### src/rtl/flash_regcmd_pkg.sv
// constants shared by the register-command interpreter of the serial flash
// assumes one core clock at CLK_MHZ; the host's serial clock is sampled, not used as a clock
// Function
// - lock read takes three address bytes, returns that sector's lock byte.
// - address bits taken on serial clock rise, lock byte driven on falls.
// - raising chip select during output stops the output driver.
// - lock read while a modify cycle runs is rejected, cycle unaffected.
// - lock-down bit freezes both sector bits; cleared only by power-up.
// - write-lock bit blocks program, erase and write on that sector.
// - lock write needs write latch set beforehand by write-unlock.
// - lock write is opcode, three address bytes, one data byte, exact end.
// - lock bits volatile, write latch cleared at once after lock write.
// - lock write during a modify cycle is rejected, nothing changes.
// - flag register readable anytime, repeats while clocked with select low.
// - clear-flags resets the four error bits, needs no write latch.
// - clear-flags leaves the write latch untouched.
// - configuration writes need the write latch set beforehand.
// - persistent config write has two data bytes, exact end at bit sixteen.
// - persistent write starts timed cycle; busy set, then latch cleared.
// - new persistent values act only after the next power-on.
// - in quick power-up state runtime config write needs no write latch.
// - runtime config write has one data byte, exact end at bit eight.
// - runtime config latch clears write latch, takes effect immediately.
package flash_regcmd_pkg;
	localparam int CLK_MHZ           = 250;
	localparam int CMD_BITS          = 8;
	localparam int ADDR_BITS         = 24;
	localparam int LOCK_DATA_BITS    = 8;
	localparam int PERSIST_DATA_BITS = 16;
	localparam int RUNTIME_DATA_BITS = 8;
	localparam int SECTOR_LSB        = 16;

	// lock byte fields
	localparam int LOCK_DOWN_BIT  = 1;
	localparam int LOCK_WRITE_BIT = 0;

	// flag status register fields
	localparam int FLAG_READY_BIT = 7;
	localparam int FLAG_ERASE_BIT = 5;
	localparam int FLAG_PROG_BIT  = 4;
	localparam int FLAG_VPP_BIT   = 3;
	localparam int FLAG_PROT_BIT  = 1;

	// error flags are kept packed in this order
	localparam int ERR_ERASE = 3;
	localparam int ERR_PROG  = 2;
	localparam int ERR_VPP   = 1;
	localparam int ERR_PROT  = 0;

	localparam logic [1:0]  LOCK_RESET    = 2'h0;
	localparam logic [3:0]  ERR_RESET     = 4'h0;
	localparam logic [15:0] PERSIST_RESET = 16'hffff;
	localparam logic [7:0]  RUNTIME_RESET = 8'hfb;
	// idle pin levels {select high, clock low, data high}, so no false edge after reset
	localparam logic [2:0]  PIN_IDLE      = 3'h5;

	typedef enum logic [2:0] {
		ph_cmd,
		ph_addr,
		ph_data_in,
		ph_data_out,
		ph_ignore
	} phase_e;

	typedef enum logic [3:0] {
		op_none,
		op_rd_lock,
		op_wr_lock,
		op_rd_flag,
		op_clr_flag,
		op_unlock,
		op_rd_persist,
		op_wr_persist,
		op_rd_runtime,
		op_wr_runtime
	} op_e;
endpackage

### src/rtl/spi_link_if.sv
// sampled serial link events passed from the pin front end to the interpreter
// assumes both ends run on the same core clock
`timescale 1ns/100ps
interface spi_link_if;
	logic sck_rise;
	logic sck_fall;
	logic sel;
	logic sel_start;
	logic sel_end;
	logic din;

	modport front (output sck_rise, output sck_fall, output sel, output sel_start,
		output sel_end, output din);
	modport core (input sck_rise, input sck_fall, input sel, input sel_start,
		input sel_end, input din);
endinterface

### src/rtl/spi_pin_front.sv
// pin synchronisers and edge finder for chip select, serial clock and data in
// assumes the serial clock is well below a quarter of sys_clk
`timescale 1ns/100ps
module spi_pin_front
	import flash_regcmd_pkg::*;
(
	input  wire logic   sys_clk,
	input  wire logic   rst,
	input  wire logic   cs_n_pin,
	input  wire logic   sclk_pin,
	input  wire logic   din_pin,
	spi_link_if.front   link
);
	logic [2:0] meta_ff;
	logic [2:0] sync_ff;
	logic [2:0] prev_ff;

	// *****************************************
	// two-stage synchronisers, then one history stage
	// *****************************************
	always_ff @(posedge sys_clk or posedge rst)
	begin
		if (rst)
		begin
			meta_ff <= PIN_IDLE;
			sync_ff <= PIN_IDLE;
			prev_ff <= PIN_IDLE;
		end
		else
		begin
			meta_ff <= {cs_n_pin, sclk_pin, din_pin};
			sync_ff <= meta_ff;
			prev_ff <= sync_ff;
		end
	end

	// edges only count while selected, so stray clocks between frames are ignored
	assign link.sel       = ~sync_ff[2];
	assign link.sel_start = ~sync_ff[2] & prev_ff[2];
	assign link.sel_end   = sync_ff[2] & ~prev_ff[2];
	assign link.sck_rise  = ~sync_ff[2] & sync_ff[1] & ~prev_ff[1];
	assign link.sck_fall  = ~sync_ff[2] & ~sync_ff[1] & prev_ff[1];
	assign link.din       = sync_ff[0];
endmodule

### src/rtl/flash_regcmd.sv
// register-command interpreter: sector locks, flag status, config registers
// assumes modify_busy and err_set come from the array controller on sys_clk
`timescale 1ns/100ps
module flash_regcmd
	import flash_regcmd_pkg::*;
#(
	parameter int         NUM_SECTORS      = 256,
	parameter int         SECT_W           = 8,
	parameter int         PERSIST_TIME_US  = 200,
	parameter int         PERSIST_CYCLES   = PERSIST_TIME_US * CLK_MHZ,
	parameter logic [7:0] RD_LOCK_OPC      = 8'h10,
	parameter logic [7:0] WR_LOCK_OPC      = 8'h11,
	parameter logic [7:0] RD_FLAG_OPC      = 8'h12,
	parameter logic [7:0] CLR_FLAG_OPC     = 8'h13,
	parameter logic [7:0] UNLOCK_OPC       = 8'h14,
	parameter logic [7:0] RD_PERSIST_OPC   = 8'h15,
	parameter logic [7:0] WR_PERSIST_OPC   = 8'h16,
	parameter logic [7:0] RD_RUNTIME_OPC   = 8'h17,
	parameter logic [7:0] WR_RUNTIME_OPC   = 8'h18
)
(
	input  wire logic              sys_clk,
	input  wire logic              rst,
	input  wire logic              cs_n_pin,
	input  wire logic              sclk_pin,
	input  wire logic              serial_in_line,
	output logic                   serial_out_line,
	output logic                   serial_out_oe,
	input  wire logic              modify_busy,
	input  wire logic [3:0]        err_set,
	input  wire logic              quick_powerup_enter,
	input  wire logic [SECT_W-1:0] query_sector,
	output logic                   query_locked,
	output logic                   write_latch_flag,
	output logic                   busy_flag,
	output logic                   quick_powerup,
	output logic [15:0]            persist_cfg_active,
	output logic [7:0]             runtime_cfg
);
	spi_link_if link ();

	spi_pin_front u_front
	(
		.sys_clk  (sys_clk),
		.rst      (rst),
		.cs_n_pin (cs_n_pin),
		.sclk_pin (sclk_pin),
		.din_pin  (serial_in_line),
		.link     (link.front)
	);

	localparam int CNT_W = $clog2(PERSIST_CYCLES + 1);

	phase_e              phase_ff;
	op_e                 op_ff;
	logic [5:0]          bit_cnt_ff;
	logic [23:0]         in_sr_ff;
	logic [5:0]          data_cnt_ff;
	logic [SECT_W-1:0]   sect_ff;
	logic [15:0]         out_sr_ff;
	logic                out_ff;
	logic                oe_ff;
	logic [1:0]          lock_ff [NUM_SECTORS];
	logic                latch_ff;
	logic                quick_ff;
	logic [3:0]          err_ff;
	logic [15:0]         persist_store_ff;
	logic [15:0]         persist_active_ff;
	logic                cfg_loaded_ff;
	logic [7:0]          runtime_ff;
	logic                nv_busy_ff;
	logic [CNT_W-1:0]    nv_cnt_ff;
	logic                busy_out_ff;
	logic                query_ff;
	logic                busy;
	logic [7:0]          opcode;
	logic [7:0]          flag_byte;
	logic                exact_end;
	logic                go_wr_lock;
	logic                go_clr_flag;
	logic                go_unlock;
	logic                go_wr_persist;
	logic                go_wr_runtime;
	logic                nv_done;
	op_e                 nxt_op;

	// *****************************************
	// decode helpers
	// *****************************************
	assign busy      = nv_busy_ff | modify_busy;
	assign opcode    = {in_sr_ff[6:0], link.din};
	assign nv_done   = nv_busy_ff && (nv_cnt_ff == CNT_W'(1));

	// flag byte: ready is the inverse of busy, errors in their slots
	always_comb
	begin
		flag_byte                 = 8'h00;
		flag_byte[FLAG_READY_BIT] = ~busy;
		flag_byte[FLAG_ERASE_BIT] = err_ff[ERR_ERASE];
		flag_byte[FLAG_PROG_BIT]  = err_ff[ERR_PROG];
		flag_byte[FLAG_VPP_BIT]   = err_ff[ERR_VPP];
		flag_byte[FLAG_PROT_BIT]  = err_ff[ERR_PROT];
	end

	// opcode table lookup on the eighth instruction bit
	always_comb
	begin
		nxt_op = op_none;
		case (opcode)
			RD_LOCK_OPC:    nxt_op = op_rd_lock;
			WR_LOCK_OPC:    nxt_op = op_wr_lock;
			RD_FLAG_OPC:    nxt_op = op_rd_flag;
			CLR_FLAG_OPC:   nxt_op = op_clr_flag;
			UNLOCK_OPC:     nxt_op = op_unlock;
			RD_PERSIST_OPC: nxt_op = op_rd_persist;
			WR_PERSIST_OPC: nxt_op = op_wr_persist;
			RD_RUNTIME_OPC: nxt_op = op_rd_runtime;
			WR_RUNTIME_OPC: nxt_op = op_wr_runtime;
			default:        nxt_op = op_none;
		endcase
	end

	// a write runs only when select rises exactly after its last data bit
	always_comb
	begin
		exact_end = 1'b0;
		case (op_ff)
			op_wr_lock:    exact_end = (data_cnt_ff == 6'(LOCK_DATA_BITS));
			op_wr_persist: exact_end = (data_cnt_ff == 6'(PERSIST_DATA_BITS));
			op_wr_runtime: exact_end = (data_cnt_ff == 6'(RUNTIME_DATA_BITS));
			op_clr_flag:   exact_end = (data_cnt_ff == 6'h00);
			op_unlock:     exact_end = (data_cnt_ff == 6'h00);
			default:       exact_end = 1'b0;
		endcase
	end

	// execution strobes, all at the rise of chip select
	always_comb
	begin
		go_wr_lock    = 1'b0;
		go_clr_flag   = 1'b0;
		go_unlock     = 1'b0;
		go_wr_persist = 1'b0;
		go_wr_runtime = 1'b0;
		if (link.sel_end && phase_ff == ph_data_in && exact_end)
		begin
			go_wr_lock    = (op_ff == op_wr_lock) && latch_ff && !busy;
			go_clr_flag   = (op_ff == op_clr_flag);
			go_unlock     = (op_ff == op_unlock) && !busy;
			go_wr_persist = (op_ff == op_wr_persist) && latch_ff && !busy;
			go_wr_runtime = (op_ff == op_wr_runtime) && !busy
				&& (latch_ff || quick_ff);
		end
	end

	// *****************************************
	// serial framing
	// *****************************************
	// phase machine: instruction, address, data in or data out
	always_ff @(posedge sys_clk or posedge rst)
	begin
		if (rst)
		begin
			phase_ff    <= ph_cmd;
			op_ff       <= op_none;
			bit_cnt_ff  <= 6'h00;
			data_cnt_ff <= 6'h00;
		end
		else if (!link.sel || link.sel_start)
		begin
			phase_ff    <= ph_cmd;
			op_ff       <= op_none;
			bit_cnt_ff  <= 6'h00;
			data_cnt_ff <= 6'h00;
		end
		else if (link.sck_rise)
		begin
			case (phase_ff)
				ph_cmd:
				begin
					bit_cnt_ff <= bit_cnt_ff + 6'h01;
					if (bit_cnt_ff == 6'(CMD_BITS - 1))
					begin
						bit_cnt_ff <= 6'h00;
						op_ff      <= nxt_op;
						case (nxt_op)
							op_rd_lock:    phase_ff <= busy ? ph_ignore : ph_addr;
							op_wr_lock:    phase_ff <= ph_addr;
							op_rd_flag:    phase_ff <= ph_data_out;
							op_rd_persist: phase_ff <= ph_data_out;
							op_rd_runtime: phase_ff <= ph_data_out;
							op_none:       phase_ff <= ph_ignore;
							default:       phase_ff <= ph_data_in;
						endcase
					end
				end
				ph_addr:
				begin
					bit_cnt_ff <= bit_cnt_ff + 6'h01;
					if (bit_cnt_ff == 6'(ADDR_BITS - 1))
						phase_ff <= (op_ff == op_rd_lock) ? ph_data_out : ph_data_in;
				end
				ph_data_in:
				begin
					// saturate so an overlong frame never wraps back to exact
					if (data_cnt_ff != 6'h3f)
						data_cnt_ff <= data_cnt_ff + 6'h01;
				end
				default:
				begin
					phase_ff <= phase_ff;
				end
			endcase
		end
	end

	// input shift register, address bits latched on serial clock rise
	always_ff @(posedge sys_clk or posedge rst)
	begin
		if (rst)
			in_sr_ff <= 24'h000000;
		else if (link.sck_rise)
			in_sr_ff <= {in_sr_ff[22:0], link.din};
	end

	// sector index taken from the completed address, any byte in the sector
	always_ff @(posedge sys_clk or posedge rst)
	begin
		if (rst)
			sect_ff <= '0;
		else if (link.sck_rise && phase_ff == ph_addr && bit_cnt_ff == 6'(ADDR_BITS - 1))
			sect_ff <= in_sr_ff[SECTOR_LSB-1 +: SECT_W];
	end

	// output word loaded on entry to data out, then rotated so reads repeat
	always_ff @(posedge sys_clk or posedge rst)
	begin
		if (rst)
			out_sr_ff <= 16'h0000;
		else if (link.sck_rise && phase_ff == ph_cmd && bit_cnt_ff == 6'(CMD_BITS - 1))
		begin
			case (nxt_op)
				op_rd_flag:    out_sr_ff <= {flag_byte, flag_byte};
				op_rd_persist: out_sr_ff <= persist_store_ff;
				op_rd_runtime: out_sr_ff <= {runtime_ff, runtime_ff};
				default:       out_sr_ff <= out_sr_ff;
			endcase
		end
		else if (link.sck_rise && phase_ff == ph_addr && bit_cnt_ff == 6'(ADDR_BITS - 1))
			out_sr_ff <= {6'h00, lock_ff[in_sr_ff[SECTOR_LSB-1 +: SECT_W]],
				6'h00, lock_ff[in_sr_ff[SECTOR_LSB-1 +: SECT_W]]};
		else if (link.sck_fall && phase_ff == ph_data_out)
			out_sr_ff <= {out_sr_ff[14:0], out_sr_ff[15]};
	end

	// output pin and its enable; released as soon as select goes high
	always_ff @(posedge sys_clk or posedge rst)
	begin
		if (rst)
		begin
			out_ff <= 1'b0;
			oe_ff  <= 1'b0;
		end
		else if (!link.sel)
		begin
			out_ff <= 1'b0;
			oe_ff  <= 1'b0;
		end
		else if (link.sck_fall && phase_ff == ph_data_out)
		begin
			out_ff <= out_sr_ff[15];
			oe_ff  <= 1'b1;
		end
	end

	// *****************************************
	// registers
	// *****************************************
	// one lock pair per sector; lock-down freezes both bits until reset
	generate
		for (genvar g = 0; g < NUM_SECTORS; g++)
		begin : g_lock
			always_ff @(posedge sys_clk or posedge rst)
			begin
				if (rst)
					lock_ff[g] <= LOCK_RESET;
				else if (go_wr_lock && sect_ff == SECT_W'(g) && !lock_ff[g][LOCK_DOWN_BIT])
					lock_ff[g] <= in_sr_ff[1:0];
			end
		end
	endgenerate

	// array side asks whether a sector may be modified
	always_ff @(posedge sys_clk or posedge rst)
	begin
		if (rst)
			query_ff <= 1'b0;
		else
			query_ff <= lock_ff[query_sector][LOCK_WRITE_BIT];
	end

	// write latch: set by unlock, cleared by completed writes only
	always_ff @(posedge sys_clk or posedge rst)
	begin
		if (rst)
			latch_ff <= 1'b0;
		else if (go_unlock)
			latch_ff <= 1'b1;
		else if (go_wr_lock || go_wr_runtime || nv_done)
			latch_ff <= 1'b0;
	end

	// quick power-up state, left by any accepted unlock
	always_ff @(posedge sys_clk or posedge rst)
	begin
		if (rst)
			quick_ff <= 1'b0;
		else if (go_unlock)
			quick_ff <= 1'b0;
		else if (quick_powerup_enter)
			quick_ff <= 1'b1;
	end

	// error flags: a new error in the clearing cycle survives
	always_ff @(posedge sys_clk or posedge rst)
	begin
		if (rst)
			err_ff <= ERR_RESET;
		else
			err_ff <= (go_clr_flag ? ERR_RESET : err_ff) | err_set;
	end

	// persistent store and its self-timed update cycle
	always_ff @(posedge sys_clk or posedge rst)
	begin
		if (rst)
		begin
			persist_store_ff <= PERSIST_RESET;
			nv_busy_ff       <= 1'b0;
			nv_cnt_ff        <= '0;
		end
		else if (go_wr_persist)
		begin
			persist_store_ff <= in_sr_ff[15:0];
			nv_busy_ff       <= 1'b1;
			nv_cnt_ff        <= CNT_W'(PERSIST_CYCLES);
		end
		else if (nv_busy_ff)
		begin
			nv_cnt_ff  <= nv_cnt_ff - CNT_W'(1);
			nv_busy_ff <= !nv_done;
		end
	end

	// active copy is taken once after reset, so new values wait for power-on
	always_ff @(posedge sys_clk or posedge rst)
	begin
		if (rst)
		begin
			persist_active_ff <= PERSIST_RESET;
			cfg_loaded_ff     <= 1'b0;
		end
		else if (!cfg_loaded_ff)
		begin
			persist_active_ff <= persist_store_ff;
			cfg_loaded_ff     <= 1'b1;
		end
	end

	// runtime config acts straight away
	always_ff @(posedge sys_clk or posedge rst)
	begin
		if (rst)
			runtime_ff <= RUNTIME_RESET;
		else if (go_wr_runtime)
			runtime_ff <= in_sr_ff[7:0];
	end

	// registered busy for the outside world
	always_ff @(posedge sys_clk or posedge rst)
	begin
		if (rst)
			busy_out_ff <= 1'b0;
		else
			busy_out_ff <= busy;
	end

	assign serial_out_line    = out_ff;
	assign serial_out_oe      = oe_ff;
	assign query_locked       = query_ff;
	assign write_latch_flag   = latch_ff;
	assign busy_flag          = busy_out_ff;
	assign quick_powerup      = quick_ff;
	assign persist_cfg_active = persist_active_ff;
	assign runtime_cfg        = runtime_ff;
endmodule

### config.mk
export PLATFORM = sky130hd
export DESIGN_NAME = flash_regcmd
export DESIGN_NICKNAME = d
export VERILOG_FILES = /design/src/rtl/flash_regcmd_pkg.sv /design/src/rtl/spi_link_if.sv /design/src/rtl/spi_pin_front.sv /design/src/rtl/flash_regcmd.sv
export SDC_FILE = /design/constraint.sdc
export NUM_CORES = 2
export LEC_CHECK = 0
export ABC_CLOCK_PERIOD_IN_PS = 23300
export BUFFER_PORTS_ARGS = -buffer_cell sky130_fd_sc_hd__buf_2
export CORE_MARGIN = 2
export CORE_UTILIZATION = 55
export CTS_CLUSTER_SIZE = 28
export DETAILED_ROUTE_END_ITERATION = 8
export GPL_TIMING_DRIVEN = 0
export PLACE_DENSITY = 0.7
export SYNTH_ARGS = -nofsm -noshare
export SYNTH_HDL_FRONTEND = slang
export SYNTH_SLANG_ARGS = --single-unit
### constraint.sdc
create_clock -name sys_clk -period 23.3 [get_ports sys_clk]
set_input_delay 2.33 -clock sys_clk [delete_from_list [all_inputs] [get_ports sys_clk]]
set_output_delay 2.33 -clock sys_clk [all_outputs]
set_load 0.01 [all_outputs]
==> results.toml <==
[worst_setup_path]
timing.rr.start = "in_sr_ff[17]"
slowest_stage = "a2111oi_4"
critPathKind = "primary input to flop"
worstPathArrival_ns = 6.04
worstPathRequired_ns = 23.82
cp_common_cell = "clkbuf_1"
cp_max_fo = 10
max_stage_delay_ns = 0.84
critPathLaunchType = "primary input"
worstPathCellList = "buf_2 -> or2_1 -> clkbuf_1 -> nand4b_1 -> a2111oi_4 -> nand2_1 -> clkbuf_1 -> buf_1 -> o21bai_1"
cp-startpoint = "modify_busy"
worstSetupEndpointType = "flop"

[sta]
final-hold-violation-count = 0
relSlewSlack = 0.00381
finalMaxSlewViolations = 0
fin_tns_setup_ns = 0
worst_slew_pin_slew_ns = 1.49
post-route-period-util = 0.237
worst_slack_ns = 17.78
fin_worst_skew_ns = 0.0171
grt_setup_unrepaired = "no"
max_freq_mhz = 181
setup_violations = 0
finalCriticalPeriod_ns = 5.52

[clock_network]
numCtsBuffers = 72
postCtsSetupRepairBufs = 0
cts_hold_buf = 0
clock_path_buffers = 3
clk_pin_slew_ns = 0.06
cts_tree = "done"
clkSinkCount = 654
clock_latency_ns = 0.63
cts_resized = 0
clockRootBuffer = "clkbuf_16"
cts.htree.levels = 3

[power]
power_density_mw_per_mm2 = 66.2
power.leakage_nw = 15.4
vdd_ir_drop_max_mv = 0.0586
p_total_mw = 2.43

[route]
drc = 0
drt_iter0_markers = 2927
wl_um = 115000
drt_first_pass_iters = 6
via_count = 24400
via_per_inst = 7.05
wire_per_inst_um = 33.2
ant_nets = 0

[global_route]
grt_max_degree = 127
grt_pass1_vias = 24700
grt_overflow_total = 0
grt_pass1_wl_um = 169000
antenna_found_initial = 1
grt_use_total = 0.376

[finish]
layout_common_cells = "dfrtp_1, mux2_2, o21bai_1"
seqCellArea_mm2 = 0.0164
final_common_cell = "dfrtp_1"
n_fill_cell = 4535
nNetsFinal = 2661
drive_gt1_frac = 0.319
postLayoutCoreUtil = 0.622
areaGrowthSynthToFinish_pct = 11.5
finalNonFillerCells = 3462
diodes = 0
multiInputGateArea_mm2 = 0.0155

[worst_hold_path]
hold_path_startpoint = "u_front.meta_ff[1]"
hold_class = "flop to flop"

[placement]
place_ws_ns = 17.37
dp_cells = 3331
globalplace.congestion = 0.993
portBuffers = 44
dpl.hpwl_um = 79300

[synthesis]
syn-num-nets = 2535
ys_ff_latch = 654
synth_edf_count = 0
yosys_warnings = 0
yosysTopAreaCellShare = 0.463
synth_area_leaders = "dfrtp_1, mux4_2, mux2_2"
ys_seq_area_frac = 0.498
synth_area_per_cell_um2 = 13.1
synth_cell_types = 77
synth_ff_type = "dfrtp_1"
netlist_area_mm2 = 0.0330
async_reset_ff_frac = 1.00
synthCells = 2508
yosysTopAreaCell = "dfrtp_1"

[floorplan]
core-area_mm2 = 0.0591
io_pins = 49
fp.dieArea_mm2 = 0.0619
start_util = 0.558
num_rows = 89
die_h_um = 249
dieWidth_um = 249

[outcome]
violations = "max-capacitance violations"
outcome = "finished with violations"

[job]
drv_cap = 2
-- cell type report --
type,count,area share
multi-input cells,1623,0.422
clock buffers,108,0.0597
clock inverters,21,0.00528
inverters,19,0.00214
flip-flops and latches,654,0.447
plain buffers,212,0.0269
well taps,773,0.0263
repair buffers,52,0.0113
-- critical path, delay by kind of cell --
kind | cells | cell delay, ns
AO/OA/AOI/OAI | 2 | 1.20
buffers and inverters | 4 | 1.58
AND/OR/NAND/NOR | 3 | 0.93
-- final timing paths --
kind / endpoint / slack [ns] / cells after the start
min in group asynchronous: nv_cnt_ff[1] / 1.63 / 2
setup reg to reg: out_sr_ff[8] / 18.22 / 9
max in group asynchronous: lock_ff[438] / 19.98 / 5
hold / removal: u_front.sync_ff[1] / 0.35 / 0
hold reg to reg: u_front.sync_ff[1] / 0.35 / 0
setup / recovery: lock_ff[79] / 17.78 / 9
-- flip-flops by register name, indices dropped and copies added, names as in the netlist, 8 cells and up --
name and flops:
persist_cfg_active 16, nv_cnt_ff 16, runtime_cfg 8, persist_store_ff 16
lock_ff 512, out_sr_ff 16, in_sr_ff 23, sect_ff 8
-- logic make-up after synthesis --
kind of cell             synth area share
flip-flops                          0.498
AND/OR/NAND/NOR                     0.111
multiplexers                        0.255
AO/OA/AOI/OAI                      0.0956
buffers and inverters              0.0320
XOR/XNOR                          0.00531
adder cells (fa/ha/maj)           0.00304
other                            0.000114
-- per-layer routing --
layer / global-route usage / vias up / share of wire
li1: - / 9677 / -
met1: 0.474 / 12700 / 0.36
met2: 0.561 / 1596 / 0.44
met3: 0.125 / 468 / 0.11
met4: 0.240 / 0 / 0.078
met5: 0 / - / 0
-- cell usage after synthesis (7+ instances only) --
cell type / count
ha_1: 8
nor2b_1: 16
mux2i_1: 16
nor3_1: 164
o22ai_1: 9
mux4_2: 213
o21ai_0: 45
and2_1: 9
buf_4: 9
a211oi_1: 9
dfrtp_1: 610
mux2_1: 43
xor2_1: 11
a2bb2oi_1: 8
nand2b_1: 9
xnor2_1: 9
a22oi_1: 18
clkbuf_1: 135
nand4_1: 20
buf_1: 29
nor3_2: 103
nor3b_1: 8
nor2_1: 69
buf_2: 22
a221oi_1: 11
a21oi_1: 35
nand3_1: 31
nand2_1: 126
a21o_1: 7
nand3b_1: 7
mux2_2: 263
inv_1: 19
nand2_4: 8
o21bai_1: 255
dfstp_2: 44
buf_6: 17
and3_1: 7
-- per-stage QoR --
step / instance area (um2) / hold slack (ns)
after floorplan: 33000 / 0.331
after global placement: 34200 / 0.345
after detailed placement: 34300 / 0.345
after CTS: 36700 / 0.353
after global routing: 36800 / 0.358
final: 36800 / 0.348
-- report_power, final --
part	internal [mW]	total (mW)	switching, mW	leakage [nW]
clock network	0.684	1.17	0.484	1.19
registers	1.14	1.15	0.00866	8.85
logic	0.0251	0.114	0.0892	5.37
(Power assumes the default switching activity.)
